### config.mk
export PLATFORM = sky130hd
export DESIGN_NAME = eeprom_autoload
export DESIGN_NICKNAME = d
export VERILOG_FILES = /design/src/rtl/eeprom_loader_pkg.sv /design/src/rtl/eeprom_rd_if.sv /design/src/rtl/eeprom_autoload.sv /design/src/rtl/pin_sync.sv /design/src/rtl/eeprom_shifter.sv
export SDC_FILE = /design/constraint.sdc
export NUM_CORES = 1
export LEC_CHECK = 0
export BUFFER_PORTS_ARGS = -buffer_cell sky130_fd_sc_hd__buf_2
export CAP_MARGIN = 20
export CORE_MARGIN = 4
export CORE_UTILIZATION = 54
export DETAILED_ROUTE_END_ITERATION = 10
export PLACE_DENSITY = 0.88
export SYNTH_ARGS = -nofsm -noshare
export SYNTH_HDL_FRONTEND = slang
export SYNTH_HIERARCHICAL = 1
export SYNTH_SLANG_ARGS = --single-unit
### constraint.sdc
create_clock -name clk -period 2.5 [get_ports clk]
set_input_delay 0.375 -clock clk [delete_from_list [all_inputs] [get_ports clk]]
set_output_delay 0.375 -clock clk [all_outputs]
set_load 0.02 [all_outputs]
### src/rtl/eeprom_loader_pkg.sv
package eeprom_loader_pkg;

	// ****************************************
	// Timing
	// ****************************************
	localparam int CLK_PERIOD_NS = 10;
	localparam int EE_HALF_NS = 80;
	localparam int EE_HALF_CYC =
		(EE_HALF_NS + CLK_PERIOD_NS - 1) / CLK_PERIOD_NS;
	localparam logic [3:0] EE_HALF_CNT = 4'(EE_HALF_CYC - 1);
	localparam logic [1:0] SETTLE_CNT = 2'h3;

	// ****************************************
	// Serial framing
	// ****************************************
	localparam logic [1:0] EE_OP_READ = 2'h2;
	localparam logic [4:0] EE_NOUT_WORD = 5'h0B;
	localparam logic [4:0] EE_NOUT_BYTE = 5'h0C;
	localparam logic [4:0] EE_NIN_WORD = 5'h10;
	localparam logic [4:0] EE_NIN_BYTE = 5'h08;
	localparam logic [15:0] SIG_CODE = 16'hA868;
	localparam int SYNC_W = 3;
	localparam logic [SYNC_W-1:0] SYNC_RST = 3'h6;

	// ****************************************
	// Word indices in the store
	// ****************************************
	localparam logic [6:0] WADDR_SIG = 7'h00;
	localparam logic [6:0] W_VID = 7'h01;
	localparam logic [6:0] W_DID = 7'h02;
	localparam logic [6:0] W_SVID = 7'h03;
	localparam logic [6:0] W_SID = 7'h04;
	localparam logic [6:0] W_PM = 7'h05;
	localparam logic [6:0] W_REPLAY = 7'h06;
	localparam logic [6:0] W_ACKLAT = 7'h07;
	localparam logic [6:0] W_LINK = 7'h08;
	localparam logic [6:0] W_XCV_LO = 7'h09;
	localparam logic [6:0] W_XCV_HI = 7'h0A;
	localparam logic [6:0] W_PMCTL = 7'h0B;
	localparam logic [6:0] W_PHY = 7'h0C;
	localparam logic [6:0] W_RBER = 7'h0D;
	localparam logic [6:0] WADDR_LAST = 7'h0E;

	// ****************************************
	// Register offsets and field positions
	// ****************************************
	localparam logic [7:0] OFF_ID = 8'h00;
	localparam logic [7:0] OFF_REV = 8'h08;
	localparam logic [7:0] OFF_SUBSYS = 8'h2C;
	localparam logic [7:0] OFF_CAPP = 8'h34;
	localparam logic [7:0] OFF_PMC = 8'h80;
	localparam logic [7:0] OFF_PMCSR = 8'h84;
	localparam logic [7:0] OFF_XPIP = 8'hA8;
	localparam logic [7:0] OFF_TMR = 8'hB0;
	localparam logic [7:0] OFF_XCVR = 8'hB4;
	localparam logic [7:0] OFF_PMCTL = 8'hB8;
	localparam logic [7:0] OFF_RBER = 8'hC4;
	localparam logic [7:0] OFF_PHY = 8'hC8;
	localparam logic [7:0] OFF_LINK = 8'hEC;
	localparam logic [7:0] OFF_CTRL = 8'hF0;
	localparam logic [7:0] OFF_STAT = 8'hF4;
	localparam int PMC_LSB = 21;
	localparam int NSR_BIT = 3;
	localparam int XPIP_LSB = 13;
	localparam int PMCTL_LSB = 16;
	localparam int RBER_BIT = 15;
	localparam int LINK_LSB = 10;
	localparam int CTRL_RELOAD_BIT = 0;

	// ****************************************
	// Values after reset
	// ****************************************
	localparam logic [15:0] DEF_VID = 16'h1B2C; // Arbitrary value
	localparam logic [15:0] DEF_DID = 16'h0A01; // Arbitrary value
	localparam logic [31:0] DEF_SUBSYS = 32'h0000_0000;
	localparam logic [10:0] DEF_PMC = 11'h23E;
	localparam logic DEF_NSR = 1'b1;
	localparam logic [1:0] DEF_XPIP = 2'h0;
	localparam logic [31:0] DEF_TMR = 32'h0000_0000;
	localparam logic [31:0] DEF_XCVR = 32'h0000_0000;
	localparam logic [5:0] DEF_PMCTL = 6'h01;
	localparam logic DEF_RBER = 1'b1;
	localparam logic [7:0] DEF_CAPP = 8'h80;
	localparam logic [13:0] DEF_PHY = 14'h0200;
	localparam logic [7:0] DEF_LINK = 8'h0F;
	localparam logic [7:0] DEF_REV = 8'h00;

	typedef enum logic [1:0] {
		ST_SETTLE = 2'b00,
		ST_REQ = 2'b01,
		ST_WAIT = 2'b10,
		ST_DONE = 2'b11
	} load_state_t;

endpackage

### src/rtl/eeprom_rd_if.sv
`timescale 1ns/1ns
interface eeprom_rd_if;
	logic req;
	logic word_mode;
	logic [6:0] waddr;
	logic hi;
	logic done;
	logic [15:0] data;
	modport master(output req, word_mode, waddr, hi, input done, data);
	modport engine(input req, word_mode, waddr, hi, output done, data);
endinterface

### src/rtl/eeprom_autoload.sv
`timescale 1ns/1ns
// Contract
// - Five pins: serial in, serial out, select, own clock, org strap.
// - Store is a 2K-bit serial memory holding configuration.
// - Word format: 16-bit words, 7-bit word address; byte format: bytes, 8-bit byte address.
// - Strap caught at start-up: asserted means word format, else byte.
// - Copy into configuration only when RTS[0] is inactive at start.
// - Check code A868h at word 0; load starts only if it matches.
// - Words 02h..08h give vendor, device and subsystem identifiers.
// - Word 0Ah spreads over 80h[31:21], 84h[3] and A8h[14:13].
// - No-soft-reset set suppresses internal reset on D3hot to D0.
// - Words 0Ch and 0Eh form replay and acknowledge timers at B0h.
// - Word 10h bits 7:0 land in ECh bits 17:10.
// - Words 12h and 14h give transceiver modes at B4h.
// - Word 16h bits 5:0 land in B8h bits 21:16.
// - Word 18h bits 13:0 give the phy parameter at C8h.
// - Word 1Ah bit 0 to C4h bit 15, bits 15:8 to 34h.
// - Word 1Ch low byte gives the revision at 08h.
module eeprom_autoload (
	input wire logic clk,
	input wire logic rst,
	input wire logic [7:0] addr,
	input wire logic [31:0] wdata,
	input wire logic wr,
	input wire logic rd,
	output logic [31:0] rdata,
	input wire logic eeprom_serial_in,
	output logic eeprom_serial_out,
	output logic eeprom_select,
	output logic eeprom_clock_out,
	input wire logic eeprom_org_strap_n,
	input wire logic rts0_n,
	input wire logic d3hot_to_d0,
	output logic soft_reset_cmd,
	output logic [31:0] cfg_ids,
	output logic [31:0] cfg_subsys,
	output logic [7:0] cfg_rev,
	output logic [7:0] cfg_cap_ptr,
	output logic [10:0] cfg_pm_cap,
	output logic cfg_no_soft_reset,
	output logic [1:0] phy_control_bits,
	output logic [31:0] cfg_link_timers,
	output logic [31:0] cfg_xcvr_mode,
	output logic [5:0] cfg_pm_ctrl,
	output logic cfg_rber_en,
	output logic [13:0] cfg_phy_param,
	output logic [7:0] cfg_link_cap,
	output eeprom_loader_pkg::load_state_t state
);
	import eeprom_loader_pkg::*;

	// ****************************************
	// Pins and serial engine
	// ****************************************
	eeprom_rd_if rdi();

	logic [SYNC_W-1:0] pins_q;
	logic settle_end;
	logic [1:0] settle;
	logic word_mode;
	logic loaded;
	logic skipped;
	logic sig_bad;
	logic half;
	logic req;
	logic [6:0] widx; // 128 words fill the 2K-bit store
	logic [7:0] lo_byte;

	pin_sync u_sync (
		.clk(clk),
		.rst(rst),
		.d({rts0_n, eeprom_org_strap_n, eeprom_serial_in}),
		.q(pins_q)
	);

	wire din_s = pins_q[0];
	wire strap_s = ~pins_q[1];
	wire rts_s = ~pins_q[2];

	eeprom_shifter u_shift (
		.clk(clk),
		.rst(rst),
		.rd(rdi),
		.din(din_s),
		.sck(eeprom_clock_out),
		.cs(eeprom_select),
		.dout(eeprom_serial_out)
	);

	assign rdi.req = req;
	assign rdi.word_mode = word_mode;
	assign rdi.waddr = widx;
	assign rdi.hi = half;

	// ****************************************
	// Load sequencing
	// ****************************************
	// Byte format needs two reads per word, low byte first
	wire word_done = state == ST_WAIT && rdi.done && (word_mode || half);
	wire [15:0] ww = word_mode ? rdi.data : {rdi.data[7:0], lo_byte};
	wire sig_ok = ww == SIG_CODE;
	wire ld = word_done && widx != WADDR_SIG;
	assign settle_end = state == ST_SETTLE && settle == SETTLE_CNT;
	wire reload = wr && addr == OFF_CTRL && wdata[CTRL_RELOAD_BIT] &&
		state == ST_DONE;
	wire start_load = settle_end || reload;

	// Strap is only meaningful at start-up
	always_ff @(posedge clk) begin
		if (rst) begin
			word_mode <= 1'b0;
		end else if (settle_end) begin
			word_mode <= strap_s;
		end
	end

	always_ff @(posedge clk) begin
		if (rst) begin
			state <= ST_SETTLE;
			settle <= 2'h0;
			loaded <= 1'b0;
			skipped <= 1'b0;
			sig_bad <= 1'b0;
			half <= 1'b0;
			req <= 1'b0;
			widx <= WADDR_SIG;
			lo_byte <= 8'h00;
		end else begin
			req <= 1'b0;
			if (start_load) begin
				loaded <= 1'b0;
				skipped <= rts_s;
				sig_bad <= 1'b0;
				widx <= WADDR_SIG;
				half <= 1'b0;
				state <= rts_s ? ST_DONE : ST_REQ;
			end else begin
				case (state)
				ST_SETTLE: begin
					settle <= 2'(settle + 2'h1);
				end
				ST_REQ: begin
					req <= 1'b1;
					state <= ST_WAIT;
				end
				ST_WAIT: begin
					if (rdi.done && !word_mode && !half) begin
						lo_byte <= rdi.data[7:0];
						half <= 1'b1;
						state <= ST_REQ;
					end else if (rdi.done) begin
						half <= 1'b0;
						if (widx == WADDR_SIG && !sig_ok) begin
							skipped <= 1'b1;
							sig_bad <= 1'b1;
							state <= ST_DONE;
						end else if (widx == WADDR_LAST) begin
							loaded <= 1'b1;
							state <= ST_DONE;
						end else begin
							widx <= 7'(widx + 7'h01);
							state <= ST_REQ;
						end
					end
				end
				ST_DONE: begin
					req <= 1'b0;
				end
				default: begin
					state <= ST_DONE;
				end
				endcase
			end
		end
	end

	// ****************************************
	// Configuration targets
	// ****************************************
	// A new load first returns every target to its default
	always_ff @(posedge clk) begin
		if (rst || start_load) begin
			cfg_ids <= {DEF_DID, DEF_VID};
			cfg_subsys <= DEF_SUBSYS;
			cfg_pm_cap <= DEF_PMC;
			cfg_no_soft_reset <= DEF_NSR;
			phy_control_bits <= DEF_XPIP;
			cfg_link_timers <= DEF_TMR;
			cfg_link_cap <= DEF_LINK;
			cfg_xcvr_mode <= DEF_XCVR;
			cfg_pm_ctrl <= DEF_PMCTL;
			cfg_phy_param <= DEF_PHY;
			cfg_rber_en <= DEF_RBER;
			cfg_cap_ptr <= DEF_CAPP;
			cfg_rev <= DEF_REV;
		end else if (ld) begin
			case (widx)
			W_VID: cfg_ids[15:0] <= ww;
			W_DID: cfg_ids[31:16] <= ww;
			W_SVID: cfg_subsys[15:0] <= ww;
			W_SID: cfg_subsys[31:16] <= ww;
			W_PM: begin
				cfg_pm_cap <= ww[10:0];
				cfg_no_soft_reset <= ww[11];
				phy_control_bits <= ww[13:12];
			end
			W_REPLAY: cfg_link_timers[15:0] <= ww;
			W_ACKLAT: cfg_link_timers[31:16] <= ww;
			W_LINK: cfg_link_cap <= ww[7:0];
			W_XCV_LO: cfg_xcvr_mode[15:0] <= ww;
			W_XCV_HI: cfg_xcvr_mode[31:16] <= ww;
			W_PMCTL: cfg_pm_ctrl <= ww[5:0];
			W_PHY: cfg_phy_param <= ww[13:0];
			W_RBER: begin
				cfg_rber_en <= ww[0];
				cfg_cap_ptr <= ww[15:8];
			end
			WADDR_LAST: cfg_rev <= ww[7:0];
			default: cfg_rev <= cfg_rev;
			endcase
		end
	end

	always_ff @(posedge clk) begin
		if (rst) begin
			soft_reset_cmd <= 1'b0;
		end else begin
			soft_reset_cmd <= d3hot_to_d0 && !cfg_no_soft_reset;
		end
	end

	// ****************************************
	// Register read port
	// ****************************************
	wire busy = state != ST_DONE;
	wire [31:0] stat_word = {27'h0, sig_bad, word_mode, skipped, loaded,
		busy};
	wire [31:0] rd_mux =
		(addr == OFF_ID) ? cfg_ids :
		(addr == OFF_REV) ? {24'h0, cfg_rev} :
		(addr == OFF_SUBSYS) ? cfg_subsys :
		(addr == OFF_CAPP) ? {24'h0, cfg_cap_ptr} :
		(addr == OFF_PMC) ? (32'(cfg_pm_cap) << PMC_LSB) :
		(addr == OFF_PMCSR) ? (32'(cfg_no_soft_reset) << NSR_BIT) :
		(addr == OFF_XPIP) ? (32'(phy_control_bits) << XPIP_LSB) :
		(addr == OFF_TMR) ? cfg_link_timers :
		(addr == OFF_XCVR) ? cfg_xcvr_mode :
		(addr == OFF_PMCTL) ? (32'(cfg_pm_ctrl) << PMCTL_LSB) :
		(addr == OFF_RBER) ? (32'(cfg_rber_en) << RBER_BIT) :
		(addr == OFF_PHY) ? {18'h0, cfg_phy_param} :
		(addr == OFF_LINK) ? (32'(cfg_link_cap) << LINK_LSB) :
		(addr == OFF_STAT) ? stat_word :
		32'h0000_0000;

	// Unmapped and control addresses read zero
	always_ff @(posedge clk) begin
		if (rst) begin
			rdata <= 32'h0000_0000;
		end else begin
			rdata <= rd ? rd_mux : 32'h0000_0000;
		end
	end
endmodule

### src/rtl/pin_sync.sv
`timescale 1ns/1ns
module pin_sync (
	input wire logic clk,
	input wire logic rst,
	input wire logic [eeprom_loader_pkg::SYNC_W-1:0] d,
	output logic [eeprom_loader_pkg::SYNC_W-1:0] q
);
	import eeprom_loader_pkg::*;

	logic [SYNC_W-1:0] stage1;

	always_ff @(posedge clk) begin
		if (rst) begin
			stage1 <= SYNC_RST;
			q <= SYNC_RST;
		end else begin
			stage1 <= d;
			q <= stage1;
		end
	end
endmodule

### src/rtl/eeprom_shifter.sv
`timescale 1ns/1ns
module eeprom_shifter (
	input wire logic clk,
	input wire logic rst,
	eeprom_rd_if.engine rd,
	input wire logic din,
	output logic sck,
	output logic cs,
	output logic dout
);
	import eeprom_loader_pkg::*;

	logic active;
	logic tail;
	logic [3:0] div;
	logic [4:0] bitn;
	logic [11:0] sh;
	logic [15:0] rx;

	wire tick = div == EE_HALF_CNT;
	wire [4:0] nout = rd.word_mode ? EE_NOUT_WORD : EE_NOUT_BYTE;
	wire [4:0] nin = rd.word_mode ? EE_NIN_WORD : EE_NIN_BYTE;
	wire [4:0] nlast = 5'(nout + nin - 5'h01);
	wire [4:0] olast = 5'(nout - 5'h01);
	// Start bit, opcode, address; both formats pad the unused top address bit
	wire [11:0] frame = rd.word_mode ?
		{1'b1, EE_OP_READ, 1'b0, rd.waddr, 1'b0} :
		{1'b1, EE_OP_READ, 1'b0, rd.waddr, rd.hi};

	always_ff @(posedge clk) begin
		if (rst) begin
			active <= 1'b0;
			tail <= 1'b0;
			div <= 4'h0;
			bitn <= 5'h00;
			sh <= 12'h000;
			rx <= 16'h0000;
			sck <= 1'b0;
			cs <= 1'b0;
			dout <= 1'b0;
			rd.done <= 1'b0;
			rd.data <= 16'h0000;
		end else begin
			rd.done <= 1'b0;
			if (!active && !tail && rd.req) begin
				active <= 1'b1;
				cs <= 1'b1;
				sh <= frame;
				dout <= frame[11];
				div <= 4'h0;
				bitn <= 5'h00;
				sck <= 1'b0;
			end else if (active || tail) begin
				div <= tick ? 4'h0 : 4'(div + 4'h1);
				// Tail keeps select low one half period between reads
				if (tick && tail) begin
					tail <= 1'b0;
					rd.done <= 1'b1;
					rd.data <= rd.word_mode ? rx : {8'h00, rx[7:0]};
				end else if (tick && !sck) begin
					sck <= 1'b1;
				end else if (tick) begin
					sck <= 1'b0;
					bitn <= 5'(bitn + 5'h01);
					sh <= {sh[10:0], 1'b0};
					dout <= (bitn < olast) ? sh[10] : 1'b0;
					// Data is valid after the rising edge
					if (bitn >= nout) begin
						rx <= {rx[14:0], din};
					end
					if (bitn == nlast) begin
						active <= 1'b0;
						cs <= 1'b0;
						tail <= 1'b1;
					end
				end
			end
		end
	end
endmodule

Word level (Yosys, flattened, before mapping)
Index checks and enable logic that the tools add are counted.
Word-level totals
  bits in registers: 308
  input port bits: 48
  output and inout port bits: 225
Cells by class
  magnitude comparators: 2
  reductions and logical operators: 74
  equality and inequality tests: 41
  add/subtract/negate cells: 7
  bitwise operators: 11
  muxes and demuxes: 59
Operators by type and width (number)
  32-bit two-way mux: 9
  8-bit == test, second input constant: 11
  11-bit two-way mux: 5
  18-bit two-way mux: 3
  7-bit by 4-bit == test with 1-bit output, second input constant: 7
  2-bit AND reduction: 17
  16-bit two-way mux: 2
  7-bit by 3-bit == test with 1-bit output, second input constant: 4
  1-bit two-way mux: 28
  22-bit two-way mux: 1
  5-bit AND reduction: 4
  2-bit nonzero test: 10
  16-bit == test, second input constant: 1
  8-bit by 6-bit == test with 1-bit output, second input constant: 2
  4-bit AND reduction: 4
  1-bit logical AND: 15
  7-bit by 2-bit == test with 1-bit output, second input constant: 2
  2-bit two-way mux: 6
  1-bit inverter: 11
  5-bit two-way mux: 2
  5-bit by 1-bit subtractor with 5-bit output, second input constant: 2
  3-bit AND reduction: 3
  8-bit by 4-bit == test with 1-bit output, second input constant: 1
  8-bit logical NOT: 1
  other kinds (27): 43

Longest topological paths before layout
Gate-level depths: netlist of the first run.
  word-level depth: 15
  depth in mapped cells: 9

Modules after synthesis
The synthesis of the first run kept the hierarchy.
Modules (own cells, without submodules)
  eeprom_autoload: area each 10173.5 µm², instances 1, sequential area each 4904.7 µm², cells each 1107
  eeprom_shifter: area each 2356.0 µm², instances 1, sequential area each 1141.1 µm², cells each 267
  pin_sync: area each 157.7 µm², instances 1, sequential area each 120.1 µm², cells each 12

Least setup slack after synthesis of the first run
No wires, ideal clock.
  path type: input port to flip-flop
  start point: input addr[3]
  end point: register cfg_xcvr_mode[30]
  cell stages on the path: 8
  setup slack: 0.372 ns
  path buffers: 4
  arrival time: 1.985 ns
  data required time: 2.357 ns
  setup time: 0.143 ns
  cell sequence: buf_2 -> or4_4 -> nor4_4 -> or3_1 -> buf_4 -> buf_4 -> buf_4 -> a211oi_1
Between the ends
  longest elaborated chain between the ends: 6
Ends and longest elaborated chain
  start: declaration: RTL line eeprom_autoload.sv:22  | input wire logic [7:0] addr,
  8-bit == test: RTL line eeprom_autoload.sv:104  | wire reload = wr && addr == OFF_CTRL && wdata[CTRL_RELOAD_BIT] &&
  1-bit logical AND (3 in a row): RTL line eeprom_autoload.sv:104
  1-bit logical OR: RTL line eeprom_autoload.sv:106  | wire start_load = settle_end || reload;
  1-bit logical OR: RTL line eeprom_autoload.sv:182  | if (rst || start_load) begin
  end signal: assignment: RTL line eeprom_autoload.sv:211  | W_XCV_HI: cfg_xcvr_mode[31:16] <= ww;
  end: declaration: RTL line eeprom_autoload.sv:43  | output logic [31:0] cfg_xcvr_mode,
No other way between the ends.
A chain may end at the register's enable or synchronous reset.

Worst setup path after layout of the first run
  start point: register state[1]
  end point: register cfg_link_timers[23]
Between the ends
  longest elaborated chain between the ends: 5
Ends and longest elaborated chain
  start: declaration: RTL line eeprom_autoload.sv:48  | output eeprom_loader_pkg::load_state_t state
  start signal: assignment: RTL line eeprom_autoload.sv:136  | state <= rts_s ? ST_DONE : ST_REQ;
  2-bit == test: RTL line eeprom_autoload.sv:99  | wire word_done = state == ST_WAIT && rdi.done && (word_mode || half);
  1-bit logical AND (2 in a row): RTL line eeprom_autoload.sv:99
  1-bit logical AND: RTL line eeprom_autoload.sv:102  | wire ld = word_done && widx != WADDR_SIG;
  2-bit AND reduction (no source line)
  end signal: assignment: RTL line eeprom_autoload.sv:208  | W_ACKLAT: cfg_link_timers[31:16] <= ww;
  end: declaration: RTL line eeprom_autoload.sv:42  | output logic [31:0] cfg_link_timers,
Parallel ways exist; a longest one is shown, timed or not.

==> results of run 1 <==
## where the power goes
group	internal [uW]	switching (uW)	leakage (uW)	total [uW]
registers	4950	50.2	0.00248	5000
logic	202	374	0.00313	576
clock network	2840	1970	0.000523	4810
## registers in the layout, summed over array words and instances (netlist names), 2 cells and up
signal and flops:
cfg_cap_ptr 8, cfg_ids 32, cfg_link_cap 8, cfg_link_timers 32
cfg_phy_param 14, cfg_pm_cap 11, cfg_pm_ctrl 6, cfg_rev 8
cfg_subsys 32, cfg_xcvr_mode 32, lo_byte 8, phy_control_bits 2
rdata 32, rdi.waddr 7, settle 2, state 2
u_shift/bitn 5, u_shift/div 4, u_shift/rd.data 16, u_shift/rx 16
u_shift/sh 11, u_sync/q 3, u_sync/stage1 3
## cells by family after synthesis
family,count (synthesis)
fa+ha+maj,11
flops,308
simple gates,489
buf+inv,138
mux,53
compound gates,377
xor+xnor,10
## synthesized netlist by cell type (11+ instances only)
cell and n:
o211ai_1 26, buf_4 11, or2_2 11, a222oi_1 14, ha_1 11, inv_1 11
buf_6 14, nand2b_1 28, clkbuf_1 56, and2_1 14, nor3_1 16, buf_2 41
dfxtp_1 308, mux2i_1 52, nand2_1 103, a21oi_1 58, a22oi_1 46, a211oi_1 163
o21ai_0 16, nand3_1 24, nor2_1 218
## per-layer routing
layer | up-vias | GRT usage
met2 | 880 | 0.5115
met4 | 0 | 0.1629
met1 | 5704 | 0.3832
met3 | 217 | 0.06736
met5 | - | 0
li1 | 5443 | -
## area by class of cell
type                    count  area (sq um)
inverters                  11         41.29
well taps                 313         391.6
multi-input cells         940          5819
repair buffers            313          1889
fillers                  1675          7488
flip-flops and latches    308          6167
clock inverters            18         232.7
clock buffers              37         817.0
## what timing repair did
| action | 4_1_cts | 5_1_grt |
|---|---|---|
| hold buffers | 2 | 0 |
| endpoints found under the hold margin | 2 | 0 |
| endpoints found under the setup margin | 0 | 35 |
| gates resized for setup | 0 | 4 |
## worst max-delay path by stage
stage,start,slack (ns),end
3_3_place_gp,addr[2],0.20,rdi.waddr[2]
5_1_grt,state[1],-0.04,cfg_link_timers[5]
2_1_floorplan,addr[3],0.37,cfg_xcvr_mode[30]
3_5_place_dp,rdi.waddr[1],0.10,cfg_ids[26]
6_report,state[1],0.07,cfg_link_timers[23]
4_1_cts,rdi.waddr[1],0.04,cfg_ids[22]
## through the flow
step	total power, uW	util	hold slack (ns)	instance area (sq um)
finish	10380	0.6722	0.01722	15360
global placement	5645	0.6244	0.3921	14270
detailed placement	5663	0.6244	0.3974	14270
floorplan	5535	-	0.3832	12690
CTS	10360	0.6712	0.01042	15340
global route	10620	0.6722	0.01412	15360
==> impl_metrics.py, run 1 <==
metrics = {
    "global_route": {
        "grt_pass1_wl_mm": 65.09,
        "track_usage": 0.3105,
        "antenna_found_initial": 0,
        "first_global_vias": 11429,
        "grt_overflow": 0,
        "grt_start_max_net_pins": 69,
    },
    "detailed_routing": {
        "vias": 12244,
        "drt-vias-per-instance": 6.311,
        "ant_nets": 0,
        "drc_errors": 0,
        "drt_iter0_drc": 1946,
        "wl_met3_mm": 4.710,
        "wire_per_inst_um": 21.99,
        "drtPass1Iterations": 9,
        "wl_met1_mm": 15.63,
        "wirelength_mm": 42.66,
        "maxUsedRoutingLayer": "met4",
        "met2_length_mm": 19.76,
    },
    "pwr": {
        "ir_drop_mv": 0.4205,
        "leakagePower_uw": 0.006136,
        "power_density_mw_per_mm2": 676.0,
    },
    "critical_path": {
        "endpoint_kind": "flip-flop",
        "slowest_stage": "nor4_2",
        "worst_r2r_endpoint": "cfg_link_timers[23]",
        "cp.required_ns": 2.96,
        "critPathTopFamily": "simple AND/OR/NAND/NOR gates",
        "worstPathCellList": "nand3b_1 -> nor4_2 -> and2_1 -> buf_12 -> nor2_1 -> a211oi_1",
        "cp.depth": 6,
        "path_class": "flip-flop to flip-flop",
        "reg2regPathDepth": 6,
        "cp-start-kind": "flip-flop",
        "critPathBufInv": 1,
        "worstPathArrival_ns": 2.89,
        "rrSetupSlack_ns": 0.07,
        "r2r_start": "state[1]",
        "cp_max_fo": 32,
        "crit_path_max_incr_delay_ns": 0.57,
    },
    "layout": {
        "drive_gt1_frac": 0.2415,
        "fin_nets": 1663,
        "final_cell_mix": "dfxtp_1, buf_2, nor2_1",
        "n_antenna_cell": 0,
        "area_growth_pct": 21.06,
        "final_common_cell": "dfxtp_1",
        "final_cells": 1940,
    },
    "timing": {
        "worstMarginPinSlew_ns": 1.149,
        "rsz0062_at_grt": "yes",
        "period_share": 0.9739,
        "setup_violations": 0,
        "setup_ws_ns": 0.06522,
        "clock.fmax_mhz": 410.7,
        "finalHoldViolations": 0,
        "slew-limit-headroom": 0.2299,
        "report.final.slew_viol_count": 0,
        "setup_tns_ns": 0,
        "fin_crit_ns": 2.435,
        "fin_skew_ns": 0.02569,
    },
    "die": {
        "initial_core_util": 0.5553,
        "num_io_pins": 273,
        "dieArea_sq_mm": 0.02601,
        "fp.coreArea_sq_mm": 0.02285,
        "fp.dieW_um": 161.3,
        "die_y_um": 161.3,
        "row_count": 55,
    },
    "min_path": {
        "min_to": "u_sync/stage1[0]",
        "min_from": "eeprom_serial_in",
        "hold_path_class": "primary input to flip-flop",
        "hold-path-cell-count": 2,
    },
    "clocking": {
        "cts_buffers": 30,
        "cts_tree": "yes",
        "clock-sinks": 308,
        "clockBufferDepth": 3,
        "clkLatencyLatePin_ns": 0.57,
        "post-cts-setup-buffer-count": 0,
        "path_clk_slew_ns": 0.06,
        "cts_root_buf": "clkbuf_16",
        "htreeDepth": 1,
    },
    "logic_synthesis": {
        "syn_area_sq_mm": 0.01269,
        "async_flop_share": 0,
        "ys.warnings.count": 6,
        "synth_xor_area_frac": 0.006903,
        "synthAdderAreaFrac": 0.01085,
        "syn_nets": 1445,
        "yosys-top-cells-area": "dfxtp_1, a211oi_1, nor2_1, mux2i_1, nand2_1",
        "synth_cells": 1386,
        "yosysSeqAreaShare": 0.4860,
        "avgSynthCellArea_sq_um": 9.154,
        "synth_top_area_share": 0.4860,
        "synth-simple-area-share": 0.1840,
        "yosys.area.top_type": "dfxtp_1",
        "synth_mux_area_frac": 0.04191,
        "synth_top_flop_cell": "dfxtp_1",
        "synth-compound-area-share": 0.2125,
        "synth_top_family_by_area": "compound AO/OA/AOI/OAI gates",
        "synth-seq-cells": 308,
        "synth_edf_count": 0,
        "ys_types": 69,
    },
    "place": {
        "place_inst": 1883,
        "place_congestion": 0.9470,
        "dpl.hpwl_mm": 29.30,
        "dp_worst_setup_slack_ns": 0.1031,
        "io_buffers": 241,
    },
    "flow_run": {
        "maxCapViolations": 0,
    },
    "outcome": {
        "status": "complete, no violations",
    },
}
(Power assumes the default switching activity.)
==> inputs of run 2 (changes only) <==
Settings changed: SYNTH_HIERARCHICAL 1 to default.
==> impl_metrics.py, run 2 <==
metrics = {
    "detailed_routing": {
        "wire_per_inst_um": 21.47,
        "maxUsedRoutingLayer": "met5",
        "drt-vias-per-instance": 6.231,
        "drc_errors": 0,
        "wirelength_mm": 42.48,
        "drt_iter0_drc": 1512,
        "vias": 12332,
        "drtPass1Iterations": 9,
        "ant_nets": 0,
        "wl_met1_mm": 16.18,
        "met2_length_mm": 18.80,
        "wl_met3_mm": 4.918,
    },
    "min_path": {
        "hold_path_class": "primary input to flip-flop",
        "min_from": "eeprom_org_strap_n",
        "hold-path-cell-count": 2,
        "min_to": "u_sync.stage1[1]",
    },
    "layout": {
        "drive_gt1_frac": 0.2449,
        "fin_nets": 1702,
        "n_antenna_cell": 0,
        "regArea_sq_mm": 0.006166,
        "fillers": 1712,
        "final_common_cell": "dfxtp_1",
        "final_cell_mix": "dfxtp_1, buf_2, nor2_1",
        "area_growth_pct": 22.76,
        "multiInputGateArea_sq_mm": 0.005813,
        "final_cells": 1979,
    },
    "logic_synthesis": {
        "ys_types": 66,
        "synth_cells": 1403,
        "syn_nets": 1462,
        "yosysSeqAreaShare": 0.4915,
        "synth-seq-cells": 308,
        "ys.warnings.count": 0,
        "avgSynthCellArea_sq_um": 8.941,
        "syn_area_sq_mm": 0.01254,
        "synth_top_flop_cell": "dfxtp_1",
        "synthTopCellsByCount": "dfxtp_1, nor2_1, nand2_1, a211oi_1, a21oi_1",
        "yosys.area.top_type": "dfxtp_1",
        "yosysMostFrequentCell": "dfxtp_1",
        "async_flop_share": 0,
        "synth_edf_count": 0,
        "synth_top_area_share": 0.4915,
        "yosys-top-cells-area": "dfxtp_1, a211oi_1, nor2_1, nand2_1, mux2i_1",
    },
    "die": {
        "die_y_um": 160.4,
        "num_io_pins": 273,
        "initial_core_util": 0.5507,
        "row_count": 55,
        "dieArea_sq_mm": 0.02573,
        "fp.coreArea_sq_mm": 0.02278,
        "fp.dieW_um": 160.4,
    },
    "timing": {
        "period_share": 0.9469,
        "report.final.slew_viol_count": 0,
        "fin_crit_ns": 2.367,
        "slew-limit-headroom": 0.5128,
        "setup_violations": 0,
        "clock.fmax_mhz": 422.4,
        "finalHoldViolations": 0,
        "worst_hold_slack_ns": 0.01574,
        "fin_skew_ns": 0.02550,
        "setup_ws_ns": 0.1327,
        "rsz0062_at_grt": "no",
        "setup_tns_ns": 0,
        "worstMarginPinSlew_ns": 0.7308,
    },
    "pwr": {
        "p_total_uw": 10170,
        "power_density_mw_per_mm2": 660.2,
        "leakagePower_uw": 0.006105,
        "ir_drop_mv": 0.4901,
    },
    "critical_path": {
        "path_class": "flip-flop to flip-flop",
        "cp.required_ns": 2.97,
        "reg2regPathDepth": 7,
        "worst_r2r_endpoint": "cfg_ids[7]",
        "cp-start-kind": "flip-flop",
        "worstPathArrival_ns": 2.84,
        "r2r_start": "rdi.waddr[6]",
        "cp_max_fo": 23,
        "endpoint_kind": "flip-flop",
        "rrSetupSlack_ns": 0.13,
    },
    "clocking": {
        "cts_buffers": 30,
        "path_clk_slew_ns": 0.06,
        "htreeDepth": 1,
        "clockBufferDepth": 3,
        "clkLatencyLatePin_ns": 0.56,
        "cts_root_buf": "clkbuf_16",
        "cts_tree": "yes",
        "post-cts-setup-buffer-count": 0,
        "cts_hold_buf": 0,
        "clock-sinks": 308,
    },
    "outcome": {
        "status": "complete, no violations",
    },
    "place": {
        "place_inst": 1923,
        "place_congestion": 0.9913,
        "dp_worst_setup_slack_ns": 0.1123,
        "dpl.hpwl_mm": 29.97,
        "io_buffers": 241,
    },
    "global_route": {
        "first_global_vias": 11725,
        "grt_start_max_net_pins": 65,
        "antenna_found_initial": 1,
        "grt_overflow": 0,
        "track_usage": 0.3166,
        "grt_pass1_wl_mm": 66.33,
    },
    "flow_run": {
        "maxCapViolations": 0,
    },
}
[run 2: cell types whose count changed in the layout (fill, tap and decap cells not counted), sizes merged, moves of 5 or more]
cell	before	now
a211oi	163	128
a21oi	58	98
a22o	0	11
a22oi	46	28
and2	16	7
buf	311	326
nand2	103	145
nor2	220	209
nor3	17	10
o21ai	17	29
o221ai	1	7
o22ai	9	14
[run 2: stage by stage]
| stage | cell area, sq um | utilization |
|---|---|---|
| finish | 15400 | 0.6761 |
| global route | 15400 | 0.6761 |
| CTS | 15390 | 0.6756 |
| detailed placement | 14360 | 0.6305 |
| global placement | 14360 | 0.6305 |
| floorplan | 12550 | - |
[run 2: per-layer routing]
metal / GRT usage / up-vias
li1: - / 5539
met1: 0.4248 / 5799
met2: 0.4871 / 816
met3: 0.06569 / 176
met4: 0.1576 / 2
met5: 0 / -
[run 2: where the power goes]
part           switching, uW  leakage, uW  internal [uW]  total [uW]
Clock                   1920     0.000519           2750        4670
Combinational            350      0.00310            174         523
Sequential              33.5      0.00248           4940        4980
Total                   2300      0.00610           7860       10200
[run 2: layout make-up]
class / instances / area share
flip-flops and latches: 308 / 0.4004
multi-input cells: 966 / 0.3775
repair buffers: 327 / 0.1276
clock buffers: 40 / 0.05647
well taps: 313 / 0.02543
clock inverters: 15 / 0.01024
inverters: 10 / 0.002437
[run 2: timing repair]
| item | in CTS | in global routing |
|---|---|---|
| endpoints found under the hold margin | 0 | 0 |
| setup endpoints to repair | 0 | 12 |
| resized for setup | 0 | 1 |
[run 2: critical path: stages, from the launching register on]
cell and delay (ns):
dfxtp_1 0.38, or3_1 0.53, nor4_4 0.29, and2_1 0.27
nand2_1 0.09, buf_4 0.22, or2_2 0.32, a21oi_1 0.16
[run 2: worst max path at each step]
stage                     depth (start not counted)       endpoint          start  slack, ns
after CTS                                         7     cfg_ids[7]   rdi.waddr[6]       0.07
after floorplan                                  10  u_shift.rx[3]  rdi.word_mode       0.16
after detailed placement                          8       rdata[4]        addr[5]       0.11
after global routing                              7     cfg_ids[1]   rdi.waddr[6]       0.03
final                                             7     cfg_ids[7]   rdi.waddr[6]       0.13
after global placement                            8       rdata[4]        addr[5]       0.12
[run 2: kinds of logic after synthesis]
kind of cell	Yosys count	share of synthesized area
xor+xnor	10	0.006982
flops	308	0.4915
mux	55	0.04409
fa+ha+maj	11	0.01097
buf+inv	129	0.04698
simple gates	493	0.1789
compound gates	397	0.2205
